`src/sic_pkg.sv`:
```
// Shared constants, field layouts and carrier types of the synthesizer control block
package sic_pkg;

  localparam int WORD_W = 24;
  localparam int ADDR_W = 3;

  // Word addresses in the low three bits of each serial word
  localparam logic [2:0] ADDR_RF_FREQ_A  = 3'h0;
  localparam logic [2:0] ADDR_RF_FREQ_B  = 3'h1;
  localparam logic [2:0] ADDR_RF_CONTROL = 3'h2;
  localparam logic [2:0] ADDR_MASTER     = 3'h3;
  localparam logic [2:0] ADDR_IF_N_DIV   = 3'h4;
  localparam logic [2:0] ADDR_IF_REF_DIV = 3'h5;
  localparam logic [2:0] ADDR_IF_CONTROL = 3'h6;
  localparam int         NUM_WORDS       = 7;

  localparam logic [WORD_W-1:0] WORD_RESET = 24'h000000;

  // IF control word fields
  localparam int IF_CNT_RST_BIT  = 3;
  localparam int IF_CP_HIZ_BIT   = 4;
  localparam int IF_PWR_DN_BIT   = 5;
  localparam int IF_POLARITY_BIT = 7;
  localparam int IF_CP_CUR_LSB   = 8;
  localparam int IF_CP_CUR_W     = 3;
  localparam int IF_RESYNC_LO    = 11;
  localparam int IF_TEST_LSB     = 12;
  localparam int IF_TEST_W       = 2;
  localparam int IF_RESYNC_MID   = 14;
  localparam int IF_RESYNC_HI    = 15;

  // IF reference divider word: delay / IF ref count and doubler
  localparam int IF_REF_LSB      = 3;
  localparam int IF_REF_W        = 15;
  localparam int IF_DBL_BIT      = 18;

  // IF N divider word
  localparam int IF_A_LSB        = 3;
  localparam int IF_A_W          = 6;
  localparam int IF_B_LSB        = 9;
  localparam int IF_B_W          = 12;
  localparam int IF_P_LSB        = 21;
  localparam int IF_P_W          = 2;
  localparam int IF_N_W          = 19;

  // RF frequency words
  localparam int RF_FRAC_LSB     = 3;
  localparam int RF_FRAC_W       = 12;
  localparam int RF_INT_LSB      = 15;
  localparam int RF_INT_W        = 8;
  localparam int RF_MOD_LSB      = 3;
  localparam int RF_MOD_W        = 12;
  localparam int RF_R_LSB        = 15;
  localparam int RF_R_W          = 4;
  localparam int RF_DBL_BIT      = 19;

  typedef struct packed {
    logic sclk;
    logic sdata;
    logic latch_strobe;
  } sic_serial_t;

  typedef struct packed {
    logic                   cp_hiz;
    logic                   counter_load;
    logic                   lock_detect_reset;
    logic                   input_debias;
    logic                   powered_down;
    logic                   pd_positive;
    logic [IF_CP_CUR_W-1:0] cp_current;
    logic [IF_TEST_W-1:0]   test_mode;
  } sic_if_ctrl_t;

  typedef enum logic [0:0] {
    SIC_IDLE,
    SIC_WAIT
  } sic_resync_state_t;

  // Total IF division: prescaler modulus (8 << sel) times B plus A
  function automatic logic [IF_N_W-1:0] sic_if_n_total(input logic [IF_P_W-1:0] sel,
                                                       input logic [IF_B_W-1:0] b,
                                                       input logic [IF_A_W-1:0] a);
    logic [IF_N_W-1:0] prod;
    prod = {7'h00, b} << (5'h3 + {3'h0, sel});
    return prod + {13'h0000, a};
  endfunction

endpackage

```
`src/sic_resync_timer.sv`:
```
// Delay timer that issues one resync pulse a programmed number of reference edges (one when programmed to zero) after a trigger
`timescale 1ns/10ps
module sic_resync_timer
  import sic_pkg::*;
#(
  parameter int DELAY_W = 15
) (
  input  wire logic               clk,
  input  wire logic               rstn,
  input  wire logic               enable,
  input  wire logic               trigger,
  input  wire logic               ref_tick,
  input  wire logic [DELAY_W-1:0] delay,
  output logic                    pulse
);
  import sic_pkg::*;

  sic_resync_state_t  state_q, state_d;
  logic [DELAY_W-1:0] count_q, count_d;
  logic               pulse_d;

  wire [DELAY_W-1:0] target   = (delay == '0) ? {{(DELAY_W-1){1'b0}}, 1'b1} : delay;
  wire [DELAY_W-1:0] count_nx = count_q + {{(DELAY_W-1){1'b0}}, 1'b1};
  wire               done     = (state_q == SIC_WAIT) && ref_tick && (count_nx == target);

  always_comb begin
    state_d = state_q;
    count_d = count_q;
    pulse_d = 1'b0;
    if (!enable) begin
      state_d = SIC_IDLE;
    end else if (trigger) begin
      // Retrigger restarts the interval
      state_d = SIC_WAIT;
      count_d = '0;
    end else begin
      unique case (state_q)
        SIC_IDLE: begin
        end
        SIC_WAIT: begin
          if (done) begin
            pulse_d = 1'b1;
            state_d = SIC_IDLE;
          end else if (ref_tick) begin
            count_d = count_nx;
          end
        end
      endcase
    end
  end

  always_ff @(posedge clk or negedge rstn) begin
    if (!rstn) begin
      state_q <= SIC_IDLE;
      count_q <= '0;
      pulse   <= 1'b0;
    end else begin
      state_q <= state_d;
      count_q <= count_d;
      pulse   <= pulse_d;
    end
  end

  // Helper count of reference edges since the last trigger
  logic [DELAY_W:0] seen_q;
  always_ff @(posedge clk or negedge rstn) begin
    if (!rstn) begin
      seen_q <= '0;
    end else if (trigger) begin
      seen_q <= '0;
    end else if (ref_tick && state_q == SIC_WAIT) begin
      seen_q <= seen_q + {{DELAY_W{1'b0}}, 1'b1};
    end
  end

  delay_count_a: assert property (@(posedge clk) disable iff (!rstn)
    $rose(pulse) |-> seen_q == {1'b0, $past(target)})
    else $error("resync pulse not at programmed delay");

endmodule

```
`src/sic_synth_ctrl.sv`:
```
// Serial-programmed control words, IF control decode and RF phase resync of the synthesizer
`timescale 1ns/10ps
module sic_synth_ctrl
  import sic_pkg::*;
(
  input  wire logic                    clk,
  input  wire logic                    rstn,
  input  wire sic_pkg::sic_serial_t    serial,
  input  wire logic                    reference_input,
  output sic_pkg::sic_if_ctrl_t        if_ctrl,
  output logic                         resync_enable,
  output logic                         resync_pulse,
  output logic [sic_pkg::RF_INT_W-1:0] rf_int,
  output logic [sic_pkg::RF_FRAC_W-1:0] rf_frac,
  output logic [sic_pkg::RF_MOD_W-1:0] fractional_modulus,
  output logic [sic_pkg::RF_R_W-1:0]   rf_ref_div,
  output logic                         rf_ref_doubler,
  output logic [sic_pkg::IF_REF_W-1:0] if_ref_div,
  output logic                         if_ref_doubler,
  output logic [sic_pkg::IF_N_W-1:0]   if_n_total,
  output logic [sic_pkg::WORD_W-1:0]   master_config_word,
  output logic [sic_pkg::WORD_W-1:0]   rf_control_word
);
  import sic_pkg::*;

  // Edge detection on the serial pins and the reference input
  logic              sclk_q;
  logic              strobe_q;
  logic              ref_q;
  logic [WORD_W-1:0] shift_q;

  wire sclk_rise   = serial.sclk & ~sclk_q;
  wire strobe_rise = serial.latch_strobe & ~strobe_q;
  wire ref_tick    = reference_input & ~ref_q;

  always_ff @(posedge clk or negedge rstn) begin
    if (!rstn) begin
      sclk_q   <= 1'b0;
      strobe_q <= 1'b0;
      ref_q    <= 1'b0;
    end else begin
      sclk_q   <= serial.sclk;
      strobe_q <= serial.latch_strobe;
      ref_q    <= reference_input;
    end
  end

  // Most significant bit first; the last 24 bits before the strobe count
  always_ff @(posedge clk or negedge rstn) begin
    if (!rstn) begin
      shift_q <= WORD_RESET;
    end else if (sclk_rise) begin
      shift_q <= {shift_q[WORD_W-2:0], serial.sdata};
    end
  end

  // Latch decode; power-down does not gate it
  wire [ADDR_W-1:0] addr     = shift_q[ADDR_W-1:0];
  wire              ld_rf_a  = strobe_rise && (addr == ADDR_RF_FREQ_A);
  wire              ld_rf_b  = strobe_rise && (addr == ADDR_RF_FREQ_B);
  wire              ld_rfc   = strobe_rise && (addr == ADDR_RF_CONTROL);
  wire              ld_mst   = strobe_rise && (addr == ADDR_MASTER);
  wire              ld_ifn   = strobe_rise && (addr == ADDR_IF_N_DIV);
  wire              ld_ifr   = strobe_rise && (addr == ADDR_IF_REF_DIV);
  wire              ld_ifc   = strobe_rise && (addr == ADDR_IF_CONTROL);

  logic [WORD_W-1:0] words_q [NUM_WORDS];

  always_ff @(posedge clk or negedge rstn) begin
    if (!rstn) begin
      for (int i = 0; i < NUM_WORDS; i++) begin
        words_q[i] <= WORD_RESET;
      end
    end else if (strobe_rise && addr != 3'h7) begin
      words_q[addr] <= shift_q;
    end
  end

  wire [WORD_W-1:0] rf_freq_word_a       = words_q[ADDR_RF_FREQ_A];
  wire [WORD_W-1:0] rf_freq_word_b       = words_q[ADDR_RF_FREQ_B];
  wire [WORD_W-1:0] if_n_divider_word    = words_q[ADDR_IF_N_DIV];
  wire [WORD_W-1:0] if_ref_divider_word  = words_q[ADDR_IF_REF_DIV];
  wire [WORD_W-1:0] if_control_setup     = words_q[ADDR_IF_CONTROL];

  // IF control decode; power-down forces its side effects
  wire pd_d       = if_control_setup[IF_PWR_DN_BIT];
  wire cp_hiz_d   = if_control_setup[IF_CP_HIZ_BIT] | pd_d;
  wire cnt_load_d = if_control_setup[IF_CNT_RST_BIT] | pd_d;
  wire resync_d   = if_control_setup[IF_RESYNC_HI] & if_control_setup[IF_RESYNC_MID]
                    & if_control_setup[IF_RESYNC_LO];

  sic_if_ctrl_t ctrl_d;
  assign ctrl_d.cp_hiz            = cp_hiz_d;
  assign ctrl_d.counter_load      = cnt_load_d;
  assign ctrl_d.lock_detect_reset = pd_d;
  assign ctrl_d.input_debias      = pd_d;
  assign ctrl_d.powered_down      = pd_d;
  assign ctrl_d.pd_positive       = if_control_setup[IF_POLARITY_BIT];
  assign ctrl_d.cp_current        = if_control_setup[IF_CP_CUR_LSB +: IF_CP_CUR_W];
  assign ctrl_d.test_mode         = if_control_setup[IF_TEST_LSB +: IF_TEST_W];

  // Divider settings for the two loops
  wire [RF_INT_W-1:0]  rf_int_d  = rf_freq_word_a[RF_INT_LSB +: RF_INT_W];
  wire [RF_FRAC_W-1:0] rf_frac_d = rf_freq_word_a[RF_FRAC_LSB +: RF_FRAC_W];
  wire [RF_MOD_W-1:0]  rf_mod_d  = rf_freq_word_b[RF_MOD_LSB +: RF_MOD_W];
  wire [RF_R_W-1:0]    rf_r_d    = rf_freq_word_b[RF_R_LSB +: RF_R_W];
  wire                 rf_dbl_d  = rf_freq_word_b[RF_DBL_BIT];
  // One field serves both the resync delay and the IF comparator divide
  wire [IF_REF_W-1:0]  if_ref_d  = if_ref_divider_word[IF_REF_LSB +: IF_REF_W];
  wire [IF_N_W-1:0]    if_n_d    = sic_if_n_total(if_n_divider_word[IF_P_LSB +: IF_P_W],
                                                  if_n_divider_word[IF_B_LSB +: IF_B_W],
                                                  if_n_divider_word[IF_A_LSB +: IF_A_W]);

  always_ff @(posedge clk or negedge rstn) begin
    if (!rstn) begin
      if_ctrl            <= '0;
      resync_enable      <= 1'b0;
      rf_int             <= '0;
      rf_frac            <= '0;
      fractional_modulus <= '0;
      rf_ref_div         <= '0;
      rf_ref_doubler     <= 1'b0;
      if_ref_div         <= '0;
      if_ref_doubler     <= 1'b0;
      if_n_total         <= '0;
      master_config_word <= WORD_RESET;
      rf_control_word    <= WORD_RESET;
    end else begin
      if_ctrl            <= ctrl_d;
      resync_enable      <= resync_d;
      rf_int             <= rf_int_d;
      rf_frac            <= rf_frac_d;
      fractional_modulus <= rf_mod_d;
      rf_ref_div         <= rf_r_d;
      rf_ref_doubler     <= rf_dbl_d;
      if_ref_div         <= if_ref_d;
      if_ref_doubler     <= if_ref_divider_word[IF_DBL_BIT];
      if_n_total         <= if_n_d;
      master_config_word <= words_q[ADDR_MASTER];
      rf_control_word    <= words_q[ADDR_RF_CONTROL];
    end
  end

  // A write of either RF frequency word starts the resync interval while resync is enabled
  wire resync_trig = resync_d && (ld_rf_a || ld_rf_b);

  sic_resync_timer #(
    .DELAY_W (IF_REF_W)
  ) u_timer (
    .clk      (clk),
    .rstn     (rstn),
    .enable   (resync_d),
    .trigger  (resync_trig),
    .ref_tick (ref_tick),
    .delay    (if_ref_d),
    .pulse    (resync_pulse)
  );

  // Checks on the control decode and resync path
  cp_tristate_a: assert property (@(posedge clk) disable iff (!rstn)
    (ld_ifc && shift_q[IF_CP_HIZ_BIT]) |=> ##1 if_ctrl.cp_hiz)
    else $error("IF pump not floated after tri-state write");

  pd_restore_a: assert property (@(posedge clk) disable iff (!rstn)
    (ld_ifc && !shift_q[IF_PWR_DN_BIT] && !shift_q[IF_CP_HIZ_BIT]) |=> ##1
      (!if_ctrl.powered_down && !if_ctrl.cp_hiz && !if_ctrl.input_debias))
    else $error("IF section not restored after power-down clear");

  pd_effects_a: assert property (@(posedge clk) disable iff (!rstn)
    if_ctrl.powered_down |-> (if_ctrl.counter_load && if_ctrl.cp_hiz
                              && if_ctrl.lock_detect_reset && if_ctrl.input_debias))
    else $error("power-down side effect missing");

  pd_loading_a: assert property (@(posedge clk) disable iff (!rstn)
    (if_ctrl.powered_down && ld_rf_a) |=> ##1
      (rf_frac == $past(shift_q[RF_FRAC_LSB +: RF_FRAC_W], 2)))
    else $error("word not latched during IF power-down");

  polarity_a: assert property (@(posedge clk) disable iff (!rstn)
    ld_ifc |=> ##1 (if_ctrl.pd_positive == $past(shift_q[IF_POLARITY_BIT], 2)))
    else $error("IF polarity not taken from bit seven");

  pump_current_a: assert property (@(posedge clk) disable iff (!rstn)
    ld_ifc |=> ##1 (if_ctrl.cp_current == $past(shift_q[IF_CP_CUR_LSB +: IF_CP_CUR_W], 2)))
    else $error("IF pump current field wrong");

  resync_gate_a: assert property (@(posedge clk) disable iff (!rstn)
    ld_ifc |=> ##1 (resync_enable == ($past(shift_q[IF_RESYNC_HI], 2)
      && $past(shift_q[IF_RESYNC_MID], 2) && $past(shift_q[IF_RESYNC_LO], 2))))
    else $error("resync enable not from bits 15 14 11");

  resync_start_a: assert property (@(posedge clk) disable iff (!rstn)
    (resync_trig && if_ref_d == 15'h0001 && resync_d) ##1 (ref_tick && resync_d)
      |=> resync_pulse)
    else $error("RF write did not start resync");

  single_pulse_a: assert property (@(posedge clk) disable iff (!rstn)
    resync_pulse |=> !resync_pulse)
    else $error("resync pulse longer than one cycle");

  ifc_decode_a: assert property (@(posedge clk) disable iff (!rstn)
    ld_ifc |=> (if_control_setup == $past(shift_q)))
    else $error("address 110 did not load IF control");

  no_disabled_a: assert property (@(posedge clk) disable iff (!rstn)
    (!resync_d ##1 !resync_d) |=> !resync_pulse)
    else $error("resync pulse while disabled");

  // Field loads reach the outputs two cycles after the strobe rise
  rf_int_a: assert property (@(posedge clk) disable iff (!rstn)
    ld_rf_a |=> ##1 (rf_int == $past(shift_q[RF_INT_LSB +: RF_INT_W], 2)))
    else $error("RF integer value not loaded");

  rf_frac_a: assert property (@(posedge clk) disable iff (!rstn)
    ld_rf_a |=> ##1 (rf_frac == $past(shift_q[RF_FRAC_LSB +: RF_FRAC_W], 2)))
    else $error("RF fraction not loaded");

  modulus_a: assert property (@(posedge clk) disable iff (!rstn)
    ld_rf_b |=> ##1 (fractional_modulus == $past(shift_q[RF_MOD_LSB +: RF_MOD_W], 2)))
    else $error("fractional modulus not loaded");

  rf_ref_div_a: assert property (@(posedge clk) disable iff (!rstn)
    ld_rf_b |=> ##1 (rf_ref_div == $past(shift_q[RF_R_LSB +: RF_R_W], 2)))
    else $error("RF reference divider not loaded");

  rf_doubler_a: assert property (@(posedge clk) disable iff (!rstn)
    ld_rf_b |=> ##1 (rf_ref_doubler == $past(shift_q[RF_DBL_BIT], 2)))
    else $error("RF doubler not loaded");

  if_ref_div_a: assert property (@(posedge clk) disable iff (!rstn)
    ld_ifr |=> ##1 (if_ref_div == $past(shift_q[IF_REF_LSB +: IF_REF_W], 2)))
    else $error("IF reference count not loaded");

  if_doubler_a: assert property (@(posedge clk) disable iff (!rstn)
    ld_ifr |=> ##1 (if_ref_doubler == $past(shift_q[IF_DBL_BIT], 2)))
    else $error("IF doubler not loaded");

  if_n_total_a: assert property (@(posedge clk) disable iff (!rstn)
    ld_ifn |=> ##1 (int'(if_n_total) == (8 << $past(shift_q[IF_P_LSB +: IF_P_W], 2))
      * $past(shift_q[IF_B_LSB +: IF_B_W], 2) + $past(shift_q[IF_A_LSB +: IF_A_W], 2)))
    else $error("IF total divide wrong");

  master_word_a: assert property (@(posedge clk) disable iff (!rstn)
    ld_mst |=> ##1 (master_config_word == $past(shift_q, 2)))
    else $error("master word not latched");

  rf_control_a: assert property (@(posedge clk) disable iff (!rstn)
    ld_rfc |=> ##1 (rf_control_word == $past(shift_q, 2)))
    else $error("RF control word not latched");

  counter_load_a: assert property (@(posedge clk) disable iff (!rstn)
    ld_ifc |=> ##1 (if_ctrl.counter_load == ($past(shift_q[IF_CNT_RST_BIT], 2)
      || $past(shift_q[IF_PWR_DN_BIT], 2))))
    else $error("IF counters not in load state");

  addr_unused_a: assert property (@(posedge clk) disable iff (!rstn)
    (strobe_rise && addr == 3'h7) |=> (if_control_setup == $past(if_control_setup)))
    else $error("unused address changed a word");

  pd_enter_a: assert property (@(posedge clk) disable iff (!rstn)
    (ld_ifc && shift_q[IF_PWR_DN_BIT]) |=> ##1 if_ctrl.powered_down)
    else $error("IF section not powered down");

  pd_debias_a: assert property (@(posedge clk) disable iff (!rstn)
    (ld_ifc && shift_q[IF_PWR_DN_BIT]) |=> ##1
      (if_ctrl.lock_detect_reset && if_ctrl.input_debias && if_ctrl.counter_load))
    else $error("IF lock detect or input not reset");

  test_bits_a: assert property (@(posedge clk) disable iff (!rstn)
    ld_ifc |=> ##1 (if_ctrl.test_mode == $past(shift_q[IF_TEST_LSB +: IF_TEST_W], 2)))
    else $error("IF test bits not passed out");

  pd_write_c: cover property (@(posedge clk) disable iff (!rstn)
    ld_ifc && shift_q[IF_PWR_DN_BIT]);
  resync_trig_c: cover property (@(posedge clk) disable iff (!rstn)
    resync_trig);
  resync_pulse_c: cover property (@(posedge clk) disable iff (!rstn)
    resync_pulse);
  pd_rf_write_c: cover property (@(posedge clk) disable iff (!rstn)
    if_ctrl.powered_down && ld_rf_b);
  ifr_resync_c: cover property (@(posedge clk) disable iff (!rstn)
    ld_ifr && resync_d);

endmodule

```
`config.mk`:
```
export PLATFORM = sky130hd
export DESIGN_NAME = sic_synth_ctrl
export DESIGN_NICKNAME = d
export VERILOG_FILES = /design/src/sic_pkg.sv /design/src/sic_resync_timer.sv /design/src/sic_synth_ctrl.sv
export SDC_FILE = /design/constraint.sdc
export NUM_CORES = 1
export LEC_CHECK = 0
export ABC_AREA = 1
export BUFFER_PORTS_ARGS = -buffer_cell sky130_fd_sc_hd__buf_2
export CAP_MARGIN = 20
export CORE_UTILIZATION = 30
export DETAILED_ROUTE_END_ITERATION = 16
export GPL_TIMING_DRIVEN = 0
export PLACE_DENSITY = 0.44
export RECOVER_POWER = 25
export SLEW_MARGIN = 15
export SYNTH_ARGS = -nofsm -noshare
export SYNTH_HDL_FRONTEND = slang
export SYNTH_SLANG_ARGS = --single-unit
```
`constraint.sdc`:
```
create_clock -name clk -period 3.1 [get_ports clk]
set_clock_uncertainty 0.05 [all_clocks]
set_input_delay 0.465 -clock clk [delete_from_list [all_inputs] [get_ports clk]]
set_output_delay 0.465 -clock clk [all_outputs]
set_load 0.03 [all_outputs]
```
==> key figures, run 1 <==
Placement
  • Area post-placement: around 13000 um^2
  • Setup WS pre-CTS: -0.4552 ns
  • RD Place Congestion: 0.8312
  • Port bufs: between 100 and 150
  • HPWL Detailed: 21240 um

Synthesis
  • Flops & latches, synth: 307
  • Register area share after synthesis: 0.6634
  • Syn Area/Cell: 10.05 um^2
  • Post-Synthesis Cells: 1152
  • Syn nets: 1167
  • Number of flops mapped to enable cells by yosys: 0
  • Ys flop type: dfrtp_1
  • Cell Area, Synth: between 10000 and 15000 um^2
  • Async SR Flop Fraction: 1.000
  • Netlist cell types: 35
  • Synthesis Warnings: 0

Clocking
  • Worst-skew pair later-pin latency: approximately 0.54 ns
  • Clock slew at reported path FFs: 0.06 ns
  • H-tree depth: 2
  • CTS tree: yes
  • Clk root buf: clkbuf_16
  • TritonCTS Buffers: 36
  • Clock sinks: 307
  • CTS Buffer Depth: 3

Global routing
  • First-pass GRT wire length: 48930 um
  • Largest net degree at the start of global routing: 104
  • Number of global-route vias before repair: 8518
  • Total gr overflow: 0
  • Initial antenna violation count: 1
  • Global-route usage over all layers: 0.1644

Status
  • Status: finished, final reports clean

Setup path
  • Critical path, cell by cell: inv_2, buf_4, ha_4, inv_1, buf_2, nor3_2, ha_1, inv_1, fa_2, o21ai_2, nand2_1, nand2_1, a21oi_2, nor2_4, nand2_2, nor2_4, nand2_1, nand2_1, nand2_1
  • Crit-path slowest cell: dfrtp_2
  • CP Capture Type: register
  • Critical Path RT: roughly 3.5 ns
  • Crit Path Class: reg2reg
  • Worst path most repeated cell: nand2_1
  • Crit path largest cell delay: 0.36 ns
  • Critical Path Start Type: register
  • WP data arrival: 3.25 ns
  • Max Fanout on Critical Path: 10

Floorplanning
  • Starting Density: 0.3060
  • Die area: 39390 um^2
  • CORE AREA: around 38000 um^2
  • Die height: 198.5 um
  • IO Count: 139
  • FP Rows: 71
  • DIE WIDTH: 198.5 um

Timing
  • Worst-Margin Slew: 1.409 ns
  • Final Hold Violating Endpoints: 0
  • Hold_ws: 0.1181 ns
  • Worst slew margin: 0.06049
  • F_max: 0.3461 GHz
  • Fin. max-slew vios: 0
  • Clock period minus worst slack: 2.889 ns
  • Post-Route Setup TNS: 0 ns
  • RSZ-0062 raised after global routing: yes
  • Final worst path period share: 0.9321
  • Final setup margin: 0.2106 ns
  • Final Setup Violations: 0

Route
  • Final WL: between 30000 and 40000 um
  • Drt drc: 0
  • Count of TritonRoute iterations in the first routing pass: 6
  • Routed Antenna Nets: 0
  • Via count: 8420
  • Wire length per cell: 16.66 um
  • Via/cell ratio: 4.488
  • DRT iter0 DRCs: 535

Power and ir drop
  • Pwr per Cell Area: between 800 and 900 nW/um^2
  • Worst VDD drop: between 0.3 and 0.4 mV
  • LEAKAGE: 7.157 nW

Finish
  • Area Growth Syn to Fin: 23.94%
  • Fillers: 3876
  • Post-Layout Inst Area: 14350 um^2
  • Fin nets: 1354
  • Share of layout cells above drive strength 1: 0.1818
  • Register area: between 7000 and 8000 um^2
  • Multi-input logic area: 3420 um^2
  • Fin util: 0.3793

Worst hold path
  • HP Class: in2reg

Run
  • Max-cap violations: 0
kinds of logic after synthesis:
group,Yosys count,share of synthesized area
buffers and inverters,134,0.04570
DFF,307,0.6634
xor gates and xnor gates,12,0.01026
adders and majority gates,9,0.01037
AOI/OAI and AO/OA,188,0.08168
muxes,3,0.002701
and+or+nand+nor,499,0.1859
stage by stage:
stage,total power (W),instances
floorplan,0.006610,1152
global placement,0.007558,1801
detailed placement,0.007583,1804
CTS,0.01209,1873
global route,0.01253,1875
finish,0.01191,1876
registers in the layout, summed over array words and instances, names as in the netlist, 4 cells and up:
register,flops
rf_int,8
master_config_word,24
if_n_total,19
rf_control_word,24
fractional_modulus,12
if_ref_divider_word,16
if_ref_div,15
rf_frac,12
words_q,48
shift_q,24
if_n_divider_word,20
u_timer.count_q,15
rf_freq_word_b,17
rf_freq_word_a,20
if_control_setup,12
rf_ref_div,4
if_ctrl,9
cell usage in the layout (no fill, tap or decap), types with 10 or more instances in the layout:
cell type	instances
a21oi_1	12
buf_2	136
buf_4	10
clkbuf_1	40
clkbuf_16	37
clkbuf_8	10
dfrtp_1	306
inv_1	88
nand2_1	329
nand3_1	46
nand4_1	28
nor2_1	55
o21ai_0	159
o21ai_1	13
final timing paths:
| path | startpoint | end | slack, ns | cells after the start |
|---|---|---|---|---|
| worst max-delay path | if_n_divider_word[21] | if_n_total[14] | 0.21 | 19 |
| worst min-delay path | serial[1] | shift_q[0] | 0.12 | 2 |
| worst max register to register | if_n_divider_word[21] | if_n_total[14] | 0.21 | 19 |
| worst min register to register | words_q[97] | rf_control_word[1] | 0.32 | 0 |
| max in group asynchronous | rstn | if_n_divider_word[21] | 0.51 | 3 |
| min in group asynchronous | rstn | words_q[98] | 0.47 | 2 |
synth_stat cells, types with 8 or more instances:
cell | number | share of area
o21ai_0 | 161 | 0.070
nor2_1 | 56 | 0.018
clkbuf_1 | 35 | 0.011
nand4_1 | 28 | 0.015
nand3_1 | 46 | 0.020
ha_1 | 8 | 0.0086
nand2_1 | 330 | 0.11
a21oi_1 | 13 | 0.0056
or2_2 | 9 | 0.0049
o21ai_1 | 12 | 0.0052
nor3_1 | 9 | 0.0039
dfrtp_1 | 307 | 0.66
inv_1 | 89 | 0.029
power breakdown:
group          switching, W  leakage [nW]  internal (W)
sequential         0.000457          4.12       0.00477
combinational       0.00164          2.42      0.000615
clock               0.00168         0.622       0.00275
total               0.00377          7.16       0.00814
area by class of cell:
type | count | area share
Multi-Input combinational cell | 711 | 0.2382
Buffer | 42 | 0.01308
Tap cell | 511 | 0.04454
Timing Repair Buffer | 151 | 0.05805
Clock buffer | 51 | 0.07514
Sequential cell | 307 | 0.5353
Antenna cell | 1 | 0.0001743
Clock inverter | 12 | 0.01168
Inverter | 90 | 0.02380
worst max-delay path, delay by kind of cell (launching register included):
kind	cells	cell delay [ns]
flip-flops	1	0.36
AND/OR/NAND/NOR	9	0.78
AO/OA/AOI/OAI	2	0.24
buffers and inverters	5	0.49
adder cells (fa/ha/maj)	3	0.84
per-layer routing:
layer,up-vias,GRT usage,share of wire
li1,4081,-,-
met1,4090,0.2316,0.49
met2,203,0.2412,0.42
met3,46,0.04408,0.070
met4,0,0.06040,0.023
met5,-,0,0
repair_timing:
action / CTS / global route
setup endpoints to repair: 12 / 12
resized for setup: 6 / 10
buffers inserted: 4 / 2
pin swaps: 2 / 2
cloned: 0 / 0
hold buffers: 4 / 0
endpoints found under the hold margin: 13 / 0
(Power assumes the default switching activity.)
==> inputs of run 2 (changes only) <==
Settings changed: CORE_ASPECT_RATIO set to 0.7.
==> run 2 against run 1 <==
Non-clock buffer count fell by 2. Clock-buffer cell count rose by 4. Hold slack worse by 0.073 ns. The run now ends with capacitance limit, slew limit left. Final area decreased by 0.83%.
==> key figures, run 2 (synthesized netlist as in run 1, its figures left out) <==
Floorplanning
  • IO Count: 139 (unchanged)
  • DIE WIDTH: 236.8 um (+19%)
  • Die height: 166.4 um (-16%)
  • FP Rows: 59 (-17%)
  • Die area: 39410 um^2 (about the same)
  • Starting Density: 0.3082 (+0.002191)
  • CORE AREA: 37570 um^2 (-0.71%)

Placement
  • Area post-placement: 12980 um^2 (-0.22%)
  • RD Place Congestion: 0.8651 (+4.1%)
  • Port bufs: 138 (unchanged)
  • HPWL Detailed: 22410 um (+5.5%)

Clocking
  • Clock sinks: 307 (unchanged)
  • TritonCTS Buffers: 34 (-5.6%)
  • CTS Buffer Depth: 3 (unchanged)
  • Clk root buf: clkbuf_16
  • CTS tree: yes
  • Worst-skew pair later-pin latency: 0.52 ns (-0.02 ns)
  • H-tree depth: 2 (unchanged)
  • Clock slew at reported path FFs: 0.06 ns (about the same)

Finish
  • Fin util: 0.3788 (-0.0004480)
  • Most frequent cells in the layout: nand2_1 (329), dfrtp_1 (306), o21ai_0 (159)
  • Post-Layout Inst Area: 14230 um^2 (-0.83%)
  • Share of layout cells above drive strength 1: 0.1787 (-0.003142)
  • Fin nets: 1350 (-0.30%)
  • Register bank with the most flops: words_q
  • Leading cell type in the layout, fill and taps excluded: nand2_1
  • Area Growth Syn to Fin: 22.91%
  • Max reg flops: 48 (unchanged)

Global routing
  • Number of global-route vias before repair: 8234 (-3.3%)
  • Global-route usage over all layers: 0.1617 (-0.002701)
  • First-pass GRT wire length: 48980 um (+0.10%)
  • Largest net degree at the start of global routing: 98 (-5.8%)
  • Initial antenna violation count: 2 (+1)
  • Total gr overflow: 0 (unchanged)

Setup path
  • Critical Path Start Type: register
  • Critical path, cell by cell: inv_2, buf_6, ha_4, clkinvlp_4, nor3_2, ha_2, inv_1, fa_2, o21ai_2, nand2_1, nand2_1, a21oi_2, nor2_4, nand2_2, nor2_4, nand2_1, nand2_1, nand2_1
  • Worst Reg-to-Reg Cells: 18 (-1)
  • Worst path most repeated cell: nand2_1
  • CP Capture Type: register
  • Reg2reg setup slack: 0.20 ns (about the same)
  • Crit path largest cell delay: 0.37 ns (about the same)
  • WP data arrival: 3.26 ns (about the same)
  • Critical Path RT: 3.46 ns (about the same)
  • Max Fanout on Critical Path: 10 (unchanged)
  • Crit-path slowest cell: dfrtp_2
  • Crit Path Class: reg2reg

Route
  • Via/cell ratio: 4.554 (+1.5%)
  • Final WL: 31270 um (about the same)
  • DRT iter0 DRCs: 585 (+9.3%)
  • Count of TritonRoute iterations in the first routing pass: 5 (-1)
  • Drt drc: 0 (unchanged)
  • Via count: 8421 (+0.012%)
  • Routed Antenna Nets: 0 (unchanged)
  • Wire length per cell: 16.91 um (+1.5%)

Timing
  • Final Setup Violations: 0 (unchanged)
  • Fin. max-slew vios: 68 (+68)
  • Final worst path period share: 0.9365 (+0.004496)
  • Hold_ws: 0.04527 ns (-0.07278 ns)
  • Worst-Margin Slew: 1.738 ns (+0.3285 ns)
  • F_max: 0.3444 GHz (-0.48%)
  • Worst slew margin: -0.1585 (-0.2190)
  • Final Hold Violating Endpoints: 0 (unchanged)
  • Clock period minus worst slack: 2.903 ns (+0.01394 ns)

Worst hold path
  • WHS Path Cells: 1 (-1)
  • HP Class: in2reg

Power and ir drop
  • Pwr per Cell Area: 813.8 nW/um^2 (-1.9%)
  • Worst VDD drop: 0.3556 mV (-3.1%)
  • LEAKAGE: 7.097 nW (-0.84%)

Status
  • Status: finished with violations
  • Failing checks: capacitance limit, slew limit

Run
  • Max-cap violations: 1 (+1)
[run 2: cell types whose count changed in the layout (fill, tap and decap cells not counted), moves of 2 or more]
| cell | delta |
|---|---|
| clkinv_2 | -6 |
| clkbuf_1 | +4 |
| bufinv_16 | -2 |
| clkbuf_16 | -2 |
| clkinvlp_4 | +2 |
| dlygate4sd3_1 | -2 |
[run 2: layer usage]
metal,share of wire,track usage,routed length [um],vias up
met1,0.53,0.2587,16510,4100
met3,0.061,0.03491,1898,42
li1,-,-,-,4074
met5,0,0,0,-
met2,0.39,0.2156,12280,205
met4,0.019,0.04150,582,0
[run 2: per-stage QoR]
stage,std cells,setup slack [ns],power (W),setup TNS (ns)
floorplan,1152,0.02488,0.006610,0
CTS,1845,0.01467,0.01178,0
finish,1849,0.1967,0.01158,0
global route,1848,-0.004166,0.01219,-0.004166
detailed placement,1781,-0.5126,0.007597,-3.011
global placement,1778,-4.477,0.007566,-1363.10
[run 2: final timing paths]
check / to / from
max: if_n_total[14] / if_n_divider_word[21]
min reg2reg: master_config_word[1] / words_q[73]
max in group asynchronous: words_q[117] / rstn
min in group asynchronous: if_ref_div[9] / rstn
max reg2reg: if_n_total[14] / if_n_divider_word[21]
min: ref_q / reference_input
[run 2: power by group]
group,switching [W],internal (W)
combinational,0.00163,0.000612
sequential,0.000467,0.00477
clock,0.00161,0.00249
total,0.00371,0.00788
[run 2: worst max-delay path: cells and delay by family, from the launching register on]
kind / cells / cell delay, ns
AND/OR/NAND/NOR: 9 / 0.88
adder cells (fa/ha/maj): 3 / 0.87
flip-flops: 1 / 0.37
buffers and inverters: 4 / 0.37
AO/OA/AOI/OAI: 2 / 0.23
[run 2: timing repair]
item                       CTS  global route
setup buffers                3             3
hold buffers                 2             0
gates resized for setup      9            10
pin swaps                    2             4
setup endpoints to repair   13            11
hold endpoints to repair    68             0
[run 2: final cells by class]
| cell class | count | area, um^2 |
|---|---|---|
| Fill cell | 3776 | 23340 |
| Sequential cell | 307 | 7684 |
| Multi-Input combinational cell | 711 | 3418 |
| Clock buffer | 55 | 1051 |
| Timing Repair Buffer | 149 | 835.8 |
| Tap cell | 488 | 610.6 |
| Inverter | 90 | 345.3 |
| Buffer | 42 | 193.9 |
| Clock inverter | 6 | 93.84 |
| Antenna cell | 1 | 2.502 |
==> inputs of run 3 (changes only) <==
Settings changed: CTS_BUF_LIST set to sky130_fd_sc_hd__clkbuf_4 sky130_fd_sc_hd__clkbuf_8.
==> run 3 against run 2 <==
The flow still finishes with violations (capacitance limit, slew limit). Final area is essentially flat. Largest power group unchanged. Flip-flop and latch count stayed put. Critical path depth unchanged. Routed wire length grew 0.99%. First-iteration DRC count fell by 4.4%. Non-clock buffer count rose by 1. Utilization is essentially flat. Sequential share of layout area barely moved. Clock power decreased by 4.9%. Power is 1.7% lower.
==> key figures, run 3 (synthesized netlist as in run 1, its figures left out) <==
Run
  • Max-cap violations: 1 (unchanged)

Setup path
  • Reg2reg setup slack: 0.20 ns (about the same)
  • Reg-to-reg endpoint: if_n_total[14]
  • Critical Path RT: 3.52 ns (+0.06 ns)
  • Max Fanout on Critical Path: 10 (unchanged)
  • Critical Path Start Type: register
  • CP Capture Type: register
  • Worst Reg-to-Reg Cells: 18 (unchanged)
  • Crit Path Class: reg2reg
  • Worst r2r src: if_n_divider_word[21]
  • WP data arrival: 3.32 ns (+0.06 ns)

Route
  • Via/cell ratio: 4.519 (-0.78%)
  • Wire length per cell: 16.79 um (-0.72%)
  • Via count: 8500 (+0.94%)
  • Final WL: 31580 um (+0.99%)
  • Drt drc: 0 (unchanged)
  • Routed Antenna Nets: 0 (unchanged)
  • DRT iter0 DRCs: 559 (-4.4%)
  • Count of TritonRoute iterations in the first routing pass: 6 (+1)

Timing
  • Post-Route Setup TNS: 0 ns (unchanged)
  • Final worst path period share: 0.9342 (-0.002335)
  • Final setup margin: 0.2039 ns (+0.007237 ns)
  • Final Hold Violating Endpoints: 0 (unchanged)
  • Worst slew margin: -0.1640 (-0.005553)
  • Hold_ws: 0.07674 ns (+0.03146 ns)
  • Fin. max-slew vios: 68 (unchanged)
  • F_max: 0.3453 GHz (+0.25%)
  • Worst-Margin Slew: 1.746 ns (+0.008330 ns)
  • Final Setup Violations: 0 (unchanged)
  • Clock period minus worst slack: 2.896 ns (-0.007237 ns)

Global routing
  • Largest net degree at the start of global routing: 98 (unchanged)
  • Global-route usage over all layers: 0.1637 (+0.001945)
  • First-pass GRT wire length: 49560 um (+1.2%)
  • Number of global-route vias before repair: 8357 (+1.5%)
  • Initial antenna violation count: 2 (unchanged)
  • Total gr overflow: 0 (unchanged)

Clocking
  • Clk root buf: clkbuf_8
  • CTS tree: yes
  • Clock slew at reported path FFs: 0.06 ns (about the same)
  • H-tree depth: 2 (unchanged)
  • CTS Buffer Depth: 3 (unchanged)
  • TritonCTS Buffers: 49 (+44%)
  • Clock sinks: 307 (unchanged)
  • Worst-skew pair later-pin latency: 0.59 ns (+0.07 ns)

Floorplanning
  • Starting Density: 0.3082 (unchanged)
  • DIE WIDTH: 236.8 um (unchanged)
  • Die height: 166.4 um (unchanged)
  • CORE AREA: 37570 um^2 (unchanged)
  • IO Count: 139 (unchanged)
  • FP Rows: 59 (unchanged)
  • Die area: 39410 um^2 (unchanged)

Finish
  • Area Growth Syn to Fin: 22.87% (about the same)
  • Fillers: 3795 (+0.50%)
  • Fin nets: 1366 (+1.2%)
  • Share of layout cells above drive strength 1: 0.2026 (+0.02391)
  • Register bank with the most flops: words_q
  • Most frequent cells in the layout: nand2_1 (329), dfrtp_1 (306), o21ai_0 (159)
  • Leading cell type in the layout, fill and taps excluded: nand2_1
  • Max reg flops: 48 (unchanged)

Placement
  • HPWL Detailed: 22410 um (unchanged)
  • Setup WS pre-CTS: -0.5126 ns (unchanged)
  • Port bufs: 138 (unchanged)
  • RD Place Congestion: 0.8651 (unchanged)

Worst hold path
  • Worst hold endpoint: shift_q[0]
  • WHS Path Cells: 2 (+1)
  • Hold Startpoint: serial[1]
  • HP Class: in2reg

Power and ir drop
  • LEAKAGE: 7.153 nW (+0.78%)
  • Worst VDD drop: 0.2864 mV (-19%)
  • Total chip power: 0.01139 W (-1.7%)
  • Pwr per Cell Area: 800.6 nW/um^2 (-1.6%)

Status
  • Status: finished with violations
  • Failing checks: capacitance limit, slew limit
-- run 3: changes by cell type in the layout (fill, tap and decap cells not counted), sizes merged --
cell	change
buf	-1
clkinv	+12
clkbuf	+19
dlygate4sd3	+2
bufinv	+1
clkinvlp	-1
-- run 3: worst max path at each step --
stage,endpoint,cells after the start,from
6_report,if_n_total[14],18,if_n_divider_word[21]
5_1_grt,if_n_total[17],18,if_n_divider_word[21]
4_1_cts,if_n_total[13],19,if_n_divider_word[21]
3_5_place_dp,if_n_total[14],18,if_n_divider_word[21]
3_3_place_gp,rf_control_word[16],1,rstn
2_1_floorplan,if_n_total[14],19,if_n_divider_word[21]
-- run 3: where the power goes --
part           total, W  internal, W  leakage, nW  switching (W)
combinational   0.00225     0.000614         2.42        0.00164
sequential      0.00524      0.00477         4.12       0.000472
clock           0.00390      0.00224        0.610        0.00166
-- run 3: routing by layer --
metal  share of wire  vias to the layer above  GRT usage
li1                -                     4115          -
met1            0.53                     4116     0.2611
met2            0.39                      229     0.2170
met3           0.064                       40    0.03956
met4           0.016                        0    0.03953
met5               0                        -          0
-- run 3: critical path, cell delays in order (launching register included) --
cell and delay [ns]:
dfrtp_2 0.37, inv_2 0.04, buf_6 0.13, ha_4 0.30, clkinvlp_4 0.13, nor3_2 0.19
ha_2 0.21, inv_1 0.06, fa_2 0.36, o21ai_2 0.15, nand2_1 0.06, nand2_1 0.07
a21oi_2 0.08, nor2_4 0.10, nand2_2 0.09, nor2_4 0.18, nand2_1 0.08, nand2_1 0.06
nand2_1 0.05
-- run 3: what timing repair did --
action,CTS,global route
pin swaps,2,4
buffers inserted,3,3
hold buffers,4,0
endpoints found under the hold margin,70,0
resized for setup,9,9
setup endpoints to repair,13,11
-- run 3: per-stage QoR --
stage / cells / utilization / cell area (um^2)
6_report: 1881 / 0.3787 / 14230
5_1_grt: 1880 / 0.3786 / 14230
4_1_cts: 1878 / 0.3780 / 14200
3_5_place_dp: 1781 / 0.3454 / 12980
3_3_place_gp: 1778 / 0.3430 / 12890
2_1_floorplan: 1152 / - / 11590
-- run 3: cell type report --
type | instances | area [um^2] | area share
Multi-Input combinational cell | 711 | 3415 | 0.2400
Buffer | 41 | 186.4 | 0.01310
Inverter | 90 | 345.3 | 0.02427
Antenna cell | 1 | 2.502 | 0.0001759
Clock inverter | 18 | 175.2 | 0.01231
Tap cell | 488 | 610.6 | 0.04291
Timing Repair Buffer | 151 | 855.8 | 0.06014
Sequential cell | 307 | 7684 | 0.5400
Clock buffer | 74 | 955.9 | 0.06718
